[config.mk]
export PLATFORM = sky130hd
export DESIGN_NAME = prw_watchdog
export DESIGN_NICKNAME = d
export VERILOG_FILES = /design/src/core/prw_pkg.sv /design/src/core/prw_cnt_if.sv /design/src/core/prw_watchdog.sv /design/src/core/prw_wdt_counter.sv
export VERILOG_INCLUDE_DIRS = /design/src /design/src/core
export SDC_FILE = /design/constraint.sdc
export NUM_CORES = 1
export LEC_CHECK = 0
export ABC_AREA = 1
export BUFFER_PORTS_ARGS = -buffer_cell sky130_fd_sc_hd__clkbuf_2
export CELL_PAD_IN_SITES_DETAIL_PLACEMENT = 1
export CELL_PAD_IN_SITES_GLOBAL_PLACEMENT = 1
export CORE_MARGIN = 1
export CORE_UTILIZATION = 34
export DETAILED_ROUTE_END_ITERATION = 12
export GPL_TIMING_DRIVEN = 0
export PLACE_DENSITY_LB_ADDON = 0.1
export SLEW_MARGIN = 20
export SYNTH_ARGS = -nofsm -noshare
export SYNTH_HDL_FRONTEND = slang
export SYNTH_SLANG_ARGS = --single-unit
[constraint.sdc]
create_clock -name clk -period 1.96 [get_ports clk]
set_clock_uncertainty 0.15 [all_clocks]
set_input_delay 0.294 -clock clk [delete_from_list [all_inputs] [get_ports clk]]
set_output_delay 0.294 -clock clk [all_outputs]
set_load 0.05 [all_outputs]
[src/core/prw_consts.svh]
// Purpose: Shared offsets, field positions, reset values and divider exponents
// Assumes: Included by bare name from every design file that needs it
// Notes:   Definitions only
`ifndef PRW_CONSTS_SVH
`define PRW_CONSTS_SVH

// ----------------------------------------------------------------
// Mode register map
// ----------------------------------------------------------------
`define PRW_MODE_ADDR     16'hffc2
`define PRW_MODE_RESET    8'h00
`define PRW_MODE_MASK     8'h96
`define PRW_BIT_RUN       7
`define PRW_BIT_PREC      4
`define PRW_BIT_SEL_HI    2
`define PRW_BIT_SEL_LO    1

// ----------------------------------------------------------------
// Overflow periods as powers of two of the clock
// ----------------------------------------------------------------
`define PRW_DIV_EXP0      17
`define PRW_DIV_EXP1      19
`define PRW_DIV_EXP2      20
`define PRW_DIV_EXP3      21
`define PRW_CNT_W         22

`endif

[src/core/prw_pkg.sv]
// Purpose: Types shared by the watchdog modules
// Assumes: Nothing
// Notes:   Constants live in prw_consts.svh
package prw_pkg;

  // ----------------------------------------------------------------
  // Non-maskable service tracking
  // ----------------------------------------------------------------
  typedef enum logic [2:0]
  {
    PRW_NMI_IDLE = 3'b001,
    PRW_NMI_PIN  = 3'b010,
    PRW_NMI_WDT  = 3'b100
  } prw_nmi_e;

  typedef logic [1:0] prw_sel_t;

endpackage

[src/core/prw_cnt_if.sv]
// Purpose: Carrier between mode logic and overflow counter
// Assumes: Single clock domain
// Notes:   No clocking block
`timescale 1ns/1ps
interface prw_cnt_if;
  logic              clear;
  logic              run;
  prw_pkg::prw_sel_t sel;
  logic              ovf;

  modport ctl (output clear, output run, output sel, input ovf);
  modport cnt (input clear, input run, input sel, output ovf);
endinterface

[src/core/prw_watchdog.sv]
// Purpose: Runaway watchdog with protected mode register and NMI ordering
// Assumes: CPU write, read and NMI handshake strobes are on clk
// Notes:   Only the NMI pin crosses in from outside
`timescale 1ns/1ps
`include "prw_consts.svh"
module prw_watchdog #(
  parameter int CNT_W = `PRW_CNT_W,
  parameter int EXP0  = `PRW_DIV_EXP0,
  parameter int EXP1  = `PRW_DIV_EXP1,
  parameter int EXP2  = `PRW_DIV_EXP2,
  parameter int EXP3  = `PRW_DIV_EXP3
) (
  // Clock and reset
  input  wire logic        clk,
  input  wire logic        rst,
  // Protected write
  input  wire logic        prot_wr,
  input  wire logic [7:0]  prot_data,
  input  wire logic [7:0]  prot_check,
  // Ordinary write
  input  wire logic        wr_en,
  input  wire logic [15:0] wr_addr,
  input  wire logic [7:0]  wr_data,
  // Read
  input  wire logic        rd_en,
  input  wire logic [15:0] rd_addr,
  output logic      [7:0]  rd_data_r,
  // Non-maskable interrupt handshake
  input  wire logic        nmi_pin,
  input  wire logic        nmi_ack,
  input  wire logic        nmi_done,
  output logic             nmi_req_r,
  output logic             nmi_src_wdt_r,
  // Event pulses and run level
  output logic             watchdog_overflow_irq_r,
  output logic             operand_error_irq_r,
  output logic             running_r
);

  logic [7:0]         watchdog_mode_register_r;
  logic               prot_ok;
  logic               nmi_pin_s1_r;
  logic               nmi_pin_s2_r;
  logic               nmi_pin_s3_r;
  logic               pin_edge;
  logic               pin_pend_r;
  logic               wdt_pend_r;
  logic               pin_ok;
  logic               wdt_ok;
  logic               take;
  logic               nmi_precedence_select;
  prw_pkg::prw_nmi_e  nmi_st_r;
  prw_pkg::prw_nmi_e  nmi_st_nxt;

  prw_cnt_if cnt_if ();

  // ----------------------------------------------------------------
  // Mode register
  // ----------------------------------------------------------------
  assign prot_ok = prot_wr && (prot_check == ~prot_data);
  assign nmi_precedence_select = watchdog_mode_register_r[`PRW_BIT_PREC];

  // Ordinary writes have no path here at all; wr_en, wr_addr and wr_data
  // are accepted on the port only so the bus stays uniform.
  always_ff @(posedge clk)
  begin
    if (rst)
      watchdog_mode_register_r <= `PRW_MODE_RESET;
    else if (prot_ok && !watchdog_mode_register_r[`PRW_BIT_RUN])
      watchdog_mode_register_r <= prot_data & `PRW_MODE_MASK;
  end

  // Run only ever rises; software cannot lower it
  always_ff @(posedge clk)
  begin
    if (rst)
      running_r <= 1'b0;
    else if (prot_ok && prot_data[`PRW_BIT_RUN])
      running_r <= 1'b1;
  end

  always_ff @(posedge clk)
  begin
    if (rst)
      operand_error_irq_r <= 1'b0;
    else
      operand_error_irq_r <= prot_wr && !prot_ok;
  end

  always_ff @(posedge clk)
  begin
    if (rst)
      rd_data_r <= 8'h00;
    else if (rd_en && rd_addr == `PRW_MODE_ADDR)
      rd_data_r <= watchdog_mode_register_r;
    else if (rd_en)
      rd_data_r <= 8'h00;
  end

  // ----------------------------------------------------------------
  // Counter hookup
  // ----------------------------------------------------------------
  assign cnt_if.clear = prot_ok && prot_data[`PRW_BIT_RUN];
  assign cnt_if.run   = watchdog_mode_register_r[`PRW_BIT_RUN];
  assign cnt_if.sel   = {watchdog_mode_register_r[`PRW_BIT_SEL_HI],
                         watchdog_mode_register_r[`PRW_BIT_SEL_LO]};

  prw_wdt_counter #(
    .CNT_W (CNT_W),
    .EXP0  (EXP0),
    .EXP1  (EXP1),
    .EXP2  (EXP2),
    .EXP3  (EXP3)
  ) u_counter (
    .clk (clk),
    .rst (rst),
    .ifc (cnt_if.cnt)
  );

  always_ff @(posedge clk)
  begin
    if (rst)
      watchdog_overflow_irq_r <= 1'b0;
    else
      watchdog_overflow_irq_r <= cnt_if.ovf;
  end

  // ----------------------------------------------------------------
  // Pin synchroniser
  // ----------------------------------------------------------------
  always_ff @(posedge clk)
  begin
    if (rst)
    begin
      nmi_pin_s1_r <= 1'b0;
      nmi_pin_s2_r <= 1'b0;
      nmi_pin_s3_r <= 1'b0;
    end
    else
    begin
      nmi_pin_s1_r <= nmi_pin;
      nmi_pin_s2_r <= nmi_pin_s1_r;
      nmi_pin_s3_r <= nmi_pin_s2_r;
    end
  end

  assign pin_edge = nmi_pin_s2_r && !nmi_pin_s3_r;
  assign take     = nmi_ack && nmi_req_r;

  // ----------------------------------------------------------------
  // Pending flags; a new event beats an acceptance in the same cycle
  // ----------------------------------------------------------------
  always_ff @(posedge clk)
  begin
    if (rst)
      pin_pend_r <= 1'b0;
    else
      pin_pend_r <= pin_edge || (pin_pend_r && !(take && !nmi_src_wdt_r));
  end

  always_ff @(posedge clk)
  begin
    if (rst)
      wdt_pend_r <= 1'b0;
    else
      wdt_pend_r <= cnt_if.ovf || (wdt_pend_r && !(take && nmi_src_wdt_r));
  end

  // ----------------------------------------------------------------
  // Request ordering
  // ----------------------------------------------------------------
  // The lower-ranked source may not interrupt the higher-ranked source's handler
  always_comb
  begin
    pin_ok = pin_pend_r && !(nmi_st_r == prw_pkg::PRW_NMI_WDT && nmi_precedence_select);
    wdt_ok = wdt_pend_r &&
             !(nmi_st_r == prw_pkg::PRW_NMI_PIN && !nmi_precedence_select);
  end

  always_ff @(posedge clk)
  begin
    if (rst || take)
    begin
      nmi_req_r     <= 1'b0;
      nmi_src_wdt_r <= 1'b0;
    end
    else
    begin
      nmi_req_r     <= pin_ok || wdt_ok;
      nmi_src_wdt_r <= wdt_ok && (!pin_ok || nmi_precedence_select);
    end
  end

  always_comb
  begin
    nmi_st_nxt = nmi_st_r;
    case (nmi_st_r)
      prw_pkg::PRW_NMI_IDLE,
      prw_pkg::PRW_NMI_PIN,
      prw_pkg::PRW_NMI_WDT:
      begin
        if (take)
          nmi_st_nxt = nmi_src_wdt_r ? prw_pkg::PRW_NMI_WDT : prw_pkg::PRW_NMI_PIN;
        else if (nmi_done)
          nmi_st_nxt = prw_pkg::PRW_NMI_IDLE;
      end
      default:
        nmi_st_nxt = prw_pkg::PRW_NMI_IDLE;
    endcase
  end

  always_ff @(posedge clk)
  begin
    if (rst)
      nmi_st_r <= prw_pkg::PRW_NMI_IDLE;
    else
      nmi_st_r <= nmi_st_nxt;
  end
endmodule

[src/core/prw_wdt_counter.sv]
// Purpose: Overflow counter with selectable power-of-two period
// Assumes: Clear and run come from the mode logic on the same clock
// Notes:   Wraps to zero after each overflow and keeps counting
`timescale 1ns/1ps
`include "prw_consts.svh"
module prw_wdt_counter #(
  parameter int CNT_W = `PRW_CNT_W,
  parameter int EXP0  = `PRW_DIV_EXP0,
  parameter int EXP1  = `PRW_DIV_EXP1,
  parameter int EXP2  = `PRW_DIV_EXP2,
  parameter int EXP3  = `PRW_DIV_EXP3
) (
  // Clock and reset
  input  wire logic clk,
  input  wire logic rst,
  // Control side
  prw_cnt_if.cnt    ifc
);

  logic [CNT_W-1:0] count_r;
  logic             ovf_r;
  logic [CNT_W-1:0] limit;

  // ----------------------------------------------------------------
  // Period decode
  // ----------------------------------------------------------------
  function automatic logic [CNT_W-1:0] last_count(input prw_pkg::prw_sel_t sel);
    logic [CNT_W:0] one;
    one = (CNT_W+1)'(1);
    case (sel)
      2'h0:    last_count = CNT_W'((one << EXP0) - one);
      2'h1:    last_count = CNT_W'((one << EXP1) - one);
      2'h2:    last_count = CNT_W'((one << EXP2) - one);
      default: last_count = CNT_W'((one << EXP3) - one);
    endcase
  endfunction

  assign limit = last_count(ifc.sel);

  // ----------------------------------------------------------------
  // Counter
  // ----------------------------------------------------------------
  always_ff @(posedge clk)
  begin
    if (rst || ifc.clear)
      count_r <= '0;
    else if (ifc.run)
    begin
      if (count_r == limit)
        count_r <= '0;
      else
        count_r <= count_r + CNT_W'(1);
    end
  end

  always_ff @(posedge clk)
  begin
    if (rst)
      ovf_r <= 1'b0;
    else
      ovf_r <= ifc.run && !ifc.clear && (count_r == limit);
  end

  assign ifc.ovf = ovf_r;
endmodule

After elaboration in Yosys (flattened, before gate mapping)
Index checks and enable logic that the tools add are counted.
{"block": "classes", "multipliers": 0, "shift": 0, "reduce_logical": 40, "div": 0, "n_addsub": 1, "n_lt_le_gt_ge": 0, "n_bitwise": 2, "n_mux": 7, "n_eq_ne": 8}
{"op": "case mux 21 bit (3 select lines)", "n": 1}
{"op": "adder 22 x 1 -> 22 bit, second input constant", "n": 1}
{"op": "equality test 22 x 21 -> 1 bit", "n": 1}
{"op": "two-way mux 22 bit", "n": 1}
{"op": "logical AND 1 bit", "n": 18}
{"op": "equality test 16 bit, second input constant", "n": 1}
{"op": "two-way mux 8 bit", "n": 2}
{"op": "zero test 1 bit", "n": 11}
{"op": "two-way mux 3 bit", "n": 3}
{"op": "equality test 8 bit", "n": 1}
{"op": "NOT 8 bit", "n": 1}
{"op": "logical OR 1 bit", "n": 6}
{"op": "nonzero test 2 bit", "n": 2}
{"op": "equality test 3 x 1 -> 1 bit, second input constant", "n": 1}
{"op": "equality test 3 x 2 -> 1 bit, second input constant", "n": 1}
{"op": "equality test 3 bit, second input constant", "n": 1}
{"op": "OR reduction 3 bit", "n": 1}
{"op": "equality test 2 x 1 -> 1 bit, second input constant", "n": 1}
{"op": "equality test 2 bit, second input constant", "n": 1}
{"op": "zero test 2 bit", "n": 1}
{"op": "OR reduction 2 bit", "n": 1}
{"op": "NOT 1 bit", "n": 1}
{"block": "totals", "mem_count": 0, "input_bits": 64, "latch_bits": 0, "elab_cells": 73, "mem_bits_rw": 0, "output_inout_bits": 13, "romBits": 0, "reg_bits": 48}

Logic depth before layout (Yosys ltp)
Gate-level depths: netlist (run 1).
{"block": "logic_depth", "depth_word": 7, "depth_mapped": 11, "ltp_nobuf": 11}

Modules after synthesis
Synthesis (run 1) repeated with hierarchy kept, for this count alone.
{"block": "hier_totals", "cells_unflattened": 340, "hier_area_um2": 2408.6}
{"module": "prw_wdt_counter", "instances": 1, "cells_per_inst": 189, "seq_area_each_um2": 460.4, "area_per_inst_um2": 1381.3}
{"module": "prw_watchdog", "instances": 1, "cells_per_inst": 151, "seq_area_each_um2": 420.4, "area_per_inst_um2": 1027.2}

Worst setup path after synthesis (run 1)
No wires, ideal clock.
{"block": "synth_path", "path_type": "reg-to-reg", "start": "reg nmi_req_r", "end": "reg nmi_st_r[2]", "period_less_slack_ns": 1.509, "slack_ns": 0.451, "setup_time_ns": 0.070, "t_required_ns": 1.740, "stages_incl_launch_ff": 6, "n_path_buf": 0, "t_arrival_ns": 1.290, "path_cell_list": "dfxtp_1 -> nand2_1 -> inv_1 -> or2_2 -> or2_2 -> a21oi_1"}
{"block": "synth_between", "elab_chain_cells": 2}
{"item": "from (decl)", "line": "prw_watchdog.sv:32", "rtl": "output logic nmi_req_r,"}
{"item": "from (signal assigned)", "line": "prw_watchdog.sv:189", "rtl": "nmi_req_r <= pin_ok || wdt_ok;"}
{"item": "logical AND 1 bit *", "line": "prw_watchdog.sv:148", "rtl": "assign take = nmi_ack && nmi_req_r;"}
{"item": "two-way mux 3 bit or nonzero test 2 bit (tied branches)"}
{"item": "to (signal assigned)", "line": "prw_watchdog.sv:215", "rtl": "nmi_st_r <= prw_pkg::PRW_NMI_IDLE;"}
{"item": "to (signal assigned)", "line": "prw_watchdog.sv:217", "rtl": "nmi_st_r <= nmi_st_nxt;"}
{"item": "to (decl)", "line": "prw_watchdog.sv:52", "rtl": "prw_pkg::prw_nmi_e nmi_st_r;"}
Mark *: on every way between the ends. The rest lies on a longest branch, timed or not.
A chain may end at the register's enable or synchronous reset.

Worst setup path after layout (run 1)
{"block": "layout_path", "start": "reg u_counter.count_r[0]", "end": "reg u_counter.count_r[3]"}
{"block": "layout_between", "elab_chain_cells": 2}
{"item": "from (decl)", "line": "prw_wdt_counter.sv:20", "rtl": "logic [CNT_W-1:0] count_r;"}
{"item": "from (signal assigned)", "line": "prw_wdt_counter.sv:52", "rtl": "count_r <= count_r + CNT_W'(1);"}
{"item": "adder 22 x 1 -> 22 bit or equality test 22 x 21 -> 1 bit (tied branches)", "line": "prw_wdt_counter.sv:52, prw_wdt_counter.sv:49"}
{"item": "two-way mux 22 bit *", "line": "prw_wdt_counter.sv:49", "rtl": "if (count_r == limit)"}
Marked as above.

==> reports/results.ini, run 1 <==
[power_and_ir_drop]
ir_drop_uv = 385
pwr-share-clk_pct = 48.0
p_sw_share_pct = 20.4
switching_power_mw = 0.409
pwr-share-seq_pct = 45.0
p_int_mw = 1.59
p_leak_nw = 1.19
p_comb_share_pct = 7.0
powerDensity_nw_per_um2 = 724
p_total_mw = 2.00

[timing]
setup_tns_ns = 0
fin_crit_sh_pct = 86.1
timing.final.crit_period_ns = 1.69
max_freq_ghz = 0.592
slew_violations = 0
hold_ws_ns = 0.0232
rsz0062_at_grt = false
fin_ws_ns = 0.272
setup_violations = 0
finalHoldViolCount = 0

[critical_path]
endpoint_kind = flip-flop
worst_ep_required_time_ns = 2.00
r2r_cells = 9
path_class = flip-flop to flip-flop
critPathLaunchType = flip-flop
crit_arrival_ns = 1.73
crit_fanout = 10

[logic_synthesis]
synth_area_per_cell_um2 = 7.01
synth_edf_count = 0
ys_types = 28
postSynthCellCount = 323
yosysWarnings = 0
netlist_area_um2 = 2260
ys_ff_latch = 44
synthArstFlopShare_pct = 0
ys.flop_type = dfxtp_1
synth_seq_area_share_pct = 38.9

[routing]
drt_iter0_markers = 66
wl_per_cell_um = 11.6
vias = 2112
drcViolationCount = 0
wirelength_um = 5320
vias_per_cell = 4.61
first_pass_iters = 4
drtAntennaViolNets = 0

[global_route]
grt.busiest_layer = met2
grt_max_degree = 15
use_met2_pct = 25.8
grt_use_met3_pct = 3.07
grt_pass1_vias = 2020
grt_pass1_wl_um = 9130
overflow = 0
grt_use_total_pct = 16.1
antenna_found_initial = 0
use_met1_pct = 22.1

[cts]
post-cts-setup-buffers = 0
cts_buffer_depth = 2
cts-buffers-inserted = 5
path_clk_slew_ns = 0.09
cts_sinks = 44
ctsHoldBuffers = 0
htree_levels = 2
cts_tree = done
root_buffer = clkbuf_8
postCtsResizedCells = 0
clkLatencyLatePin_ns = 0.30

[min_path]
min_path_cells = 3
hp-class = input pin to flip-flop

[die]
rows = 29
pin_count = 77
dieArea_um2 = 6990
chipWidth_um = 83.6
start_util_pct = 35.5
die_height_um = 83.6
coreArea_um2 = 6390

[placed_design]
placedCellCount = 450
routabilityCongestion = 0.705
dp_hpwl_um = 4200
pre_cts_ws_ns = 0.201
numPortBuffers = 47

[finish]
finalNonFillerCells = 458
finalNetCount = 445
antennaDiodeCount = 0
register_area_um2 = 881
layout_common_cells = 75 x nand2_1, 54 x nor2_1, 47 x clkbuf_2
layout-drive-gt1-share_pct = 24.7
area_growth_pct = 22.2
final_common_cell = nand2_1
multiInputGateArea_um2 = 1180
n_fill_cell = 845

[run]
cap_viol_max_count = 0

[outcome]
outcome = finished, final reports clean

layout make-up:
type	count	area share [%]
Clock inverter	3	3.26
Clock buffer	5	2.49
Sequential cell	44	31.8
Tap cell	77	3.48
Inverter	40	5.43
Buffer	8	2.49
Timing Repair Buffer	47	8.50
Multi-Input combinational cell	234	42.5
synth_stat cells, types with 2 or more instances:
library cell	number	area share, %
nor2_2	11	3.0
nor2_1	54	9.0
nor3_1	4	0.88
inv_1	38	6.3
nand2_1	75	12
nor3b_1	2	0.66
nand2_2	6	1.7
xnor2_1	7	2.7
inv_2	2	0.33
nor2_4	5	2.5
xor2_1	10	3.9
nand3_1	20	4.4
dfxtp_1	44	39
a21oi_1	14	3.1
buf_4	6	2.0
nand4_1	7	1.9
o21ai_0	4	0.88
or2_2	4	1.1
final timing paths:
path                   startpoint                    to  slack (ns)
max          u_counter.count_r[0]  u_counter.count_r[3]        0.27
min                       nmi_pin          nmi_pin_s1_r        0.02
max reg2reg  u_counter.count_r[0]  u_counter.count_r[3]        0.27
min reg2reg          nmi_pin_s1_r          nmi_pin_s2_r        0.26
stage by stage:
stage,util [%],instance area [µm²]
floorplan,-,2280
global placement,40.8,2610
detailed placement,40.8,2610
CTS,43.3,2770
global route,43.3,2770
finish,43.3,2770
sequential cells by signal (all words and copies together), names as in the netlist, 3 cells and up:
name	count
nmi_st_r	3
rd_data_r	4
u_counter.count_r	22
watchdog_mode_register_r	4
power by group through the flow:
stage | combinational, mW | sequential, mW | clock [mW]
2_1_floorplan | 0.0770 | 0.929 | 0
3_3_place_gp | 0.139 | 0.923 | 0
3_5_place_dp | 0.142 | 0.923 | 0
4_1_cts | 0.142 | 0.903 | 0.993
5_1_grt | 0.156 | 0.903 | 1.03
6_report | 0.139 | 0.902 | 0.962
routing by layer:
metal	up-vias	routed length, µm
met2	48	2370
met3	4	206
met1	957	2690
met5	-	0
met4	0	48
li1	1103	-
critical path, stage by stage (launching register included):
cell and delay [ns]:
dfxtp_1 0.37, ha_1 0.21, nand2_1 0.06, inv_1 0.08, nand3_1 0.09, nor2_1 0.17, nand4_2 0.12, nand3_2 0.15
buf_12 0.16, nor2_2 0.04
logic make-up after synthesis:
group	count (synthesis)	synth area share [%]
AND/OR/NAND/NOR	193	39.8
buffers and inverters	48	9.67
flip-flops	44	38.9
AO/OA/AOI/OAI	19	4.31
XOR/XNOR	17	6.57
adder cells (fa/ha/maj)	1	0.552
other	1	0.166
Note: power is estimated with default switching activity, not from simulation.
==> run 2, diff against run 1 <==
--- a/config.mk
+++ b/config.mk
@@ -6,12 +6,11 @@
 export SDC_FILE = /design/constraint.sdc
 export NUM_CORES = 1
 export LEC_CHECK = 0
-export ABC_AREA = 1
 export BUFFER_PORTS_ARGS = -buffer_cell sky130_fd_sc_hd__clkbuf_2
 export CELL_PAD_IN_SITES_DETAIL_PLACEMENT = 1
 export CELL_PAD_IN_SITES_GLOBAL_PLACEMENT = 1
 export CORE_MARGIN = 1
-export CORE_UTILIZATION = 34
+export CORE_UTILIZATION = 35
 export DETAILED_ROUTE_END_ITERATION = 12
 export GPL_TIMING_DRIVEN = 0
 export PLACE_DENSITY_LB_ADDON = 0.1
==> reports/results.ini, run 2 <==
[cts]
htree_levels = 2  ; unchanged
path_clk_slew_ns = 0.08  ; was 0.09 ns
root_buffer = clkbuf_8  ; unchanged
cts_buffer_depth = 2  ; unchanged
cts-buffers-inserted = 5  ; unchanged
cts_sinks = 44  ; unchanged
clkLatencyLatePin_ns = 0.29  ; was 0.30 ns
cts_tree = done  ; unchanged

[timing]
max_slew_margin_pct = 62.7
finalHoldViolCount = 0  ; unchanged
hold_ws_ns = 0.0944  ; was 0.0232 ns
setup_violations = 0  ; unchanged
timing.final.crit_period_ns = 1.86  ; was 1.69 ns
worstMarginPinSlew_ns = 0.553
fin_crit_sh_pct = 95.1  ; was 86.1%
slew_violations = 0  ; unchanged
max_freq_ghz = 0.536  ; was 0.592 GHz

[critical_path]
r2r_cells = 5  ; was 9
crit_fanout = 18  ; was 10
endpoint_kind = flip-flop  ; unchanged
crit_arrival_ns = 1.90  ; was 1.73 ns
critPathLaunchType = flip-flop  ; unchanged
worst_ep_required_time_ns = 1.99  ; was 2.00 ns
path_class = flip-flop to flip-flop  ; unchanged

[logic_synthesis]
synth_top_area_cell = dfxtp_1  ; unchanged
yosysWarnings = 0  ; unchanged
postSynthCellCount = 228  ; was 323
yosysTopAreaCellShare_pct = 44.1  ; was 38.9%
synth_edf_count = 0  ; unchanged
netlist_top_cells_area = dfxtp_1 44%, nor2_1 7.7%, xnor2_1 6.6%  ; was dfxtp_1 39%, nand2_1 12%, nor2_1 9.0%
ys_ff_latch = 44  ; unchanged
ys_top_cells_by_count = 44 x dfxtp_1, 41 x nor2_1, 15 x xnor2_1  ; was 75 x nand2_1, 54 x nor2_1, 44 x dfxtp_1
synth_seq_area_share_pct = 44.1  ; was 38.9%
ys.flop_type = dfxtp_1  ; unchanged
netlist_area_um2 = 2000  ; was 2260 µm²
synth_most_common_cell = dfxtp_1  ; was nand2_1
synth_area_per_cell_um2 = 8.77  ; was 7.01 µm²
synthArstFlopShare_pct = 0  ; unchanged
ys_types = 41  ; was 28

[die]
start_util_pct = 36.3  ; was 35.5%
coreArea_um2 = 5510  ; was 6390 µm²
dieArea_um2 = 6020  ; was 6990 µm²
chipWidth_um = 77.6  ; was 83.6 µm
rows = 27  ; was 29
die_height_um = 77.6  ; was 83.6 µm
pin_count = 77  ; unchanged

[min_path]
min_path_cells = 3  ; unchanged
hp-class = input pin to flip-flop  ; unchanged

[placed_design]
numPortBuffers = 46  ; was 47
dp_hpwl_um = 3310  ; was 4200 µm
placedCellCount = 349  ; was 450
routabilityCongestion = 0.711  ; was 0.705

[global_route]
grt_use_total_pct = 16.1  ; about the same
overflow = 0  ; unchanged
grt_pass1_vias = 1720  ; was 2020
grt_max_degree = 19  ; was 15
antenna_found_initial = 0  ; unchanged
grt_pass1_wl_um = 7650  ; was 9130 µm

[power_and_ir_drop]
powerDensity_nw_per_um2 = 649  ; was 724 nW/µm²
p_leak_nw = 1.06  ; was 1.19 nW
p_total_mw = 1.62  ; was 2.00 mW
ir_drop_uv = 382  ; was 385 µV

[finish]
finalNonFillerCells = 361  ; was 458
n_fill_cell = 683  ; was 845
layout_common_cells = 46 x clkbuf_2, 40 x nor2_1, 37 x dfxtp_1  ; was 75 x nand2_1, 54 x nor2_1, 47 x clkbuf_2
finalNetCount = 353  ; was 445
utilization_pct = 45.3  ; was 43.3%
regMostFlops = u_counter.count_r  ; unchanged
antennaDiodeCount = 0  ; unchanged
layout-drive-gt1-share_pct = 28.4  ; was 24.7%
final_common_cell = clkbuf_2  ; was nand2_1
reg_top3 = u_counter.count_r: 22 flops, rd_data_r: 4 flops, watchdog_mode_register_r: 4 flops  ; unchanged
area_growth_pct = 24.8  ; was 22.2%
largest_reg_flops = 22  ; unchanged

[routing]
first_pass_iters = 3  ; was 4
wirelength_um = 4390  ; was 5320 µm
vias = 1727  ; was 2112
drtAntennaViolNets = 0  ; unchanged
vias_per_cell = 4.78  ; was 4.61
wl_per_cell_um = 12.1  ; was 11.6 µm
drcViolationCount = 0  ; unchanged
drt_iter0_markers = 55  ; was 66

[run]
cap_viol_max_count = 0  ; unchanged

[outcome]
outcome = finished, final reports clean  ; unchanged

## run 2: kinds of logic after synthesis
kind of cell,share of synthesized area [%]
buffers and inverters,5.57
adder cells (fa/ha/maj),0.626
other,0.188
flip-flops,44.1
XOR/XNOR,12.3
multiplexers,2.00
AND/OR/NAND/NOR,26.1
AO/OA/AOI/OAI,9.20
## run 2: worst max-delay path, stage by stage (launching register included)
cell,delay [ns]
dfxtp_2,0.35
or4_1,0.55
a311oi_2,0.27
a31o_2,0.20
buf_6,0.17
nor2_1,0.06
## run 2: worst paths after layout
check	start	end	slack [ns]
min reg2reg	nmi_pin_s1_r	nmi_pin_s2_r	0.29
max	u_counter.count_r[17]	u_counter.count_r[13]	0.1
min	prot_wr	operand_error_irq_r	0.09
max reg2reg	u_counter.count_r[17]	u_counter.count_r[13]	0.1
## run 2: repair_timing
action,4_1_cts,5_1_grt
setup buffers,5,0
pin swaps,4,3
resized for setup,7,9
setup endpoints to repair,21,19
hold buffers,0,0
## run 2: power breakdown
part,internal [mW],leakage [nW],switching [mW]
logic,0.0594,0.654,0.0772
clock network,0.281,0.0510,0.299
registers,0.898,0.359,0.00358
total,1.24,1.06,0.380
## run 2: routing by layer
layer	vias up	part of all wire [%]	global-route usage (%)
met1	807	46	18.9
met4	0	0.48	4.34
met5	-	0	0
met2	30	49	27.7
met3	3	3.9	5.41
li1	887	-	-
## run 2: metrics by stage
step | TNS [ns] | worst slack (ns) | instance area, µm²
after floorplan | 0 | 0.0455 | 2010
after global placement | -6.24 | -0.366 | 2330
after detailed placement | -6.72 | -0.389 | 2330
after CTS | 0 | 0.0207 | 2480
after global routing | -0.0314 | -0.0314 | 2490
final | 0 | 0.0952 | 2490
## run 2: layout make-up
cell class	instances	area, µm²	area share, %
flip-flops and latches	44	892	35.8
inverters	10	37.5	1.50
clock buffers	6	82.6	3.31
clock inverters	2	10.0	0.401
multi-input cells	166	1050	42.1
well taps	72	90.1	3.61
repair buffers	51	268	10.7
plain buffers	10	65.1	2.61
==> run 3, diff against run 2 <==
--- a/config.mk
+++ b/config.mk
@@ -13,6 +13,7 @@
 export CORE_UTILIZATION = 35
 export DETAILED_ROUTE_END_ITERATION = 12
 export GPL_TIMING_DRIVEN = 0
+export MAX_ROUTING_LAYER = met4
 export PLACE_DENSITY_LB_ADDON = 0.1
 export SLEW_MARGIN = 20
 export SYNTH_ARGS = -nofsm -noshare
==> reports/results.ini, run 3 (synthesis results as in run 2) <==
[outcome]
outcome = finished, final reports clean  ; unchanged

[power_and_ir_drop]
ir_drop_uv = 381  ; was 382 µV
p_total_mw = 1.62  ; about the same
p_leak_nw = 1.06  ; unchanged
powerDensity_nw_per_um2 = 648  ; was 649 nW/µm²

[timing]
finalHoldViolCount = 0  ; unchanged
hold_ws_ns = 0.0944  ; about the same
max_slew_margin_pct = 62.7  ; unchanged
max_freq_ghz = 0.536  ; about the same
fin_crit_sh_pct = 95.1  ; about the same
worstMarginPinSlew_ns = 0.553  ; unchanged
slew_violations = 0  ; unchanged
timing.final.crit_period_ns = 1.86  ; about the same
setup_violations = 0  ; unchanged

[cts]
path_clk_slew_ns = 0.08  ; about the same
ctsHoldBuffers = 0  ; unchanged
cts_sinks = 44  ; unchanged
clkLatencyLatePin_ns = 0.29  ; about the same
cts_buffer_depth = 2  ; unchanged
cts-buffers-inserted = 5  ; unchanged
root_buffer = clkbuf_8  ; unchanged
cts_tree = done  ; unchanged
htree_levels = 2  ; unchanged

[routing]
wl_met2_um = 2140  ; was 2150 µm
vias = 1727  ; unchanged
top_layer = met4  ; unchanged
vias_per_cell = 4.78  ; unchanged
first_pass_iters = 3  ; unchanged
wirelength_um = 4390  ; about the same
wl_met3_um = 172  ; was 173 µm
m1WireLength_um = 2050  ; was 2040 µm
drtAntennaViolNets = 0  ; unchanged
wl_per_cell_um = 12.2  ; was 12.1 µm
drt_iter0_markers = 52  ; was 55
drcViolationCount = 0  ; unchanged

[global_route]
grt_max_degree = 19  ; unchanged
grt_pass1_wl_um = 7640  ; was 7650 µm
overflow = 0  ; unchanged
grt_use_total_pct = 16.5  ; was 16.1%
grt_pass1_vias = 1715  ; was 1720
antenna_found_initial = 0  ; unchanged

[die]
pin_count = 77  ; unchanged
dieArea_um2 = 6020  ; unchanged
chipWidth_um = 77.6  ; unchanged
start_util_pct = 36.3  ; unchanged
rows = 27  ; unchanged
coreArea_um2 = 5510  ; unchanged
die_height_um = 77.6  ; unchanged

[critical_path]
path_cells = or4_1, a311oi_2, a31o_2, buf_6, nor2_1  ; unchanged
endpoint_kind = flip-flop  ; unchanged
critPathLaunchType = flip-flop  ; unchanged
crit_family = simple AND/OR/NAND/NOR gates  ; unchanged
worst_ep_required_time_ns = 1.99  ; about the same
crit_fanout = 18  ; unchanged
crit_arrival_ns = 1.90  ; about the same
r2r-start = u_counter.count_r[17]  ; unchanged
reg2reg_to = u_counter.count_r[13]  ; unchanged
crit_path_max_incr_delay_ns = 0.55  ; about the same
r2r_slack_ns = 0.1  ; about the same
path_class = flip-flop to flip-flop  ; unchanged
cp_slowest_cell = or4_1  ; unchanged
r2r_cells = 5  ; unchanged
worst-path-buf-inv = 1  ; unchanged

[finish]
layout_common_cells = 46 x clkbuf_2, 40 x nor2_1, 37 x dfxtp_1  ; unchanged
antennaDiodeCount = 0  ; unchanged
largest_reg_flops = 22  ; unchanged
regMostFlops = u_counter.count_r  ; unchanged
n_fill_cell = 683  ; unchanged
layout-drive-gt1-share_pct = 28.4  ; unchanged
area_growth_pct = 24.8  ; unchanged
reg_top3 = u_counter.count_r: 22 flops, rd_data_r: 4 flops, watchdog_mode_register_r: 4 flops  ; unchanged
final_common_cell = clkbuf_2  ; unchanged
finalNetCount = 353  ; unchanged

[min_path]
min_path_cells = 3  ; unchanged
hp-start = prot_wr  ; unchanged
min_to = operand_error_irq_r  ; unchanged
hp-class = input pin to flip-flop  ; unchanged

[placed_design]
routabilityCongestion = 0.719  ; was 0.711
numPortBuffers = 46  ; unchanged
dp_hpwl_um = 3310  ; unchanged

[run]
cap_viol_max_count = 0  ; unchanged

-- run 3: cell counts in the layout (fill, tap and decap cells not counted) --
No cell type changed its count.
-- run 3: final cells by class --
| type | instances | area, µm² | area share (%) |
|---|---|---|---|
| inverter | 10 | 37.5 | 1.50 |
| timing repair buffer | 51 | 268 | 10.7 |
| buffer | 10 | 65.1 | 2.61 |
| clock inverter | 2 | 10.0 | 0.401 |
| sequential | 44 | 892 | 35.8 |
| clock buffer | 6 | 82.6 | 3.31 |
| tap | 72 | 90.1 | 3.61 |
| multi-input combinational | 166 | 1050 | 42.1 |
-- run 3: per-layer routing --
| layer | track usage, % | vias to the layer above |
|---|---|---|
| li1 | - | 887 |
| met1 | 18.8 | 805 |
| met2 | 27.7 | 30 |
| met3 | 5.41 | 5 |
| met4 | 4.34 | 0 |
| met5 | - | - |
-- run 3: report_power, final --
group	switching, mW	internal (mW)	leakage (nW)
clock network	0.299	0.281	0.0510
registers	0.00359	0.898	0.359
logic	0.0772	0.0594	0.654
-- run 3: worst max path at each step --
stage	cells after the start	endpoint	startpoint	slack, ns
after global placement	7	u_counter.count_r[13]	u_counter.count_r[0]	-0.37
after detailed placement	7	u_counter.count_r[8]	u_counter.count_r[0]	-0.39
after CTS	6	u_counter.count_r[20]	u_counter.count_r[11]	0.02
after global routing	5	u_counter.count_r[13]	u_counter.count_r[5]	-0.03
final	5	u_counter.count_r[13]	u_counter.count_r[17]	0.1
after floorplan	7	u_counter.count_r[21]	u_counter.count_r[0]	0.05
-- run 3: repair_timing --
item | 4_1_cts | 5_1_grt
gates resized for setup | 7 | 9
pin swaps | 4 | 3
setup endpoints to repair | 21 | 19
setup buffers | 5 | 0
-- run 3: tightest hold or removal path, delay by kind of cell --
kind | cells | cell delay (ns)
buf+inv | 2 | 0.15
compound gates | 1 | 0.04
-- run 3: metrics by stage --
step / TNS, ns / util, % / worst slack (ns) / instances / instance area, µm²
6_report: 0 / 45.3 / 0.0955 / 361 / 2490
5_1_grt: -0.0314 / 45.3 / -0.0314 / 361 / 2490
4_1_cts: 0 / 45.0 / 0.0207 / 361 / 2480
3_5_place_dp: -6.72 / 42.3 / -0.389 / 349 / 2330
3_3_place_gp: -6.24 / 42.3 / -0.366 / 349 / 2330
2_1_floorplan: 0 / - / 0.0455 / 231 / 2010
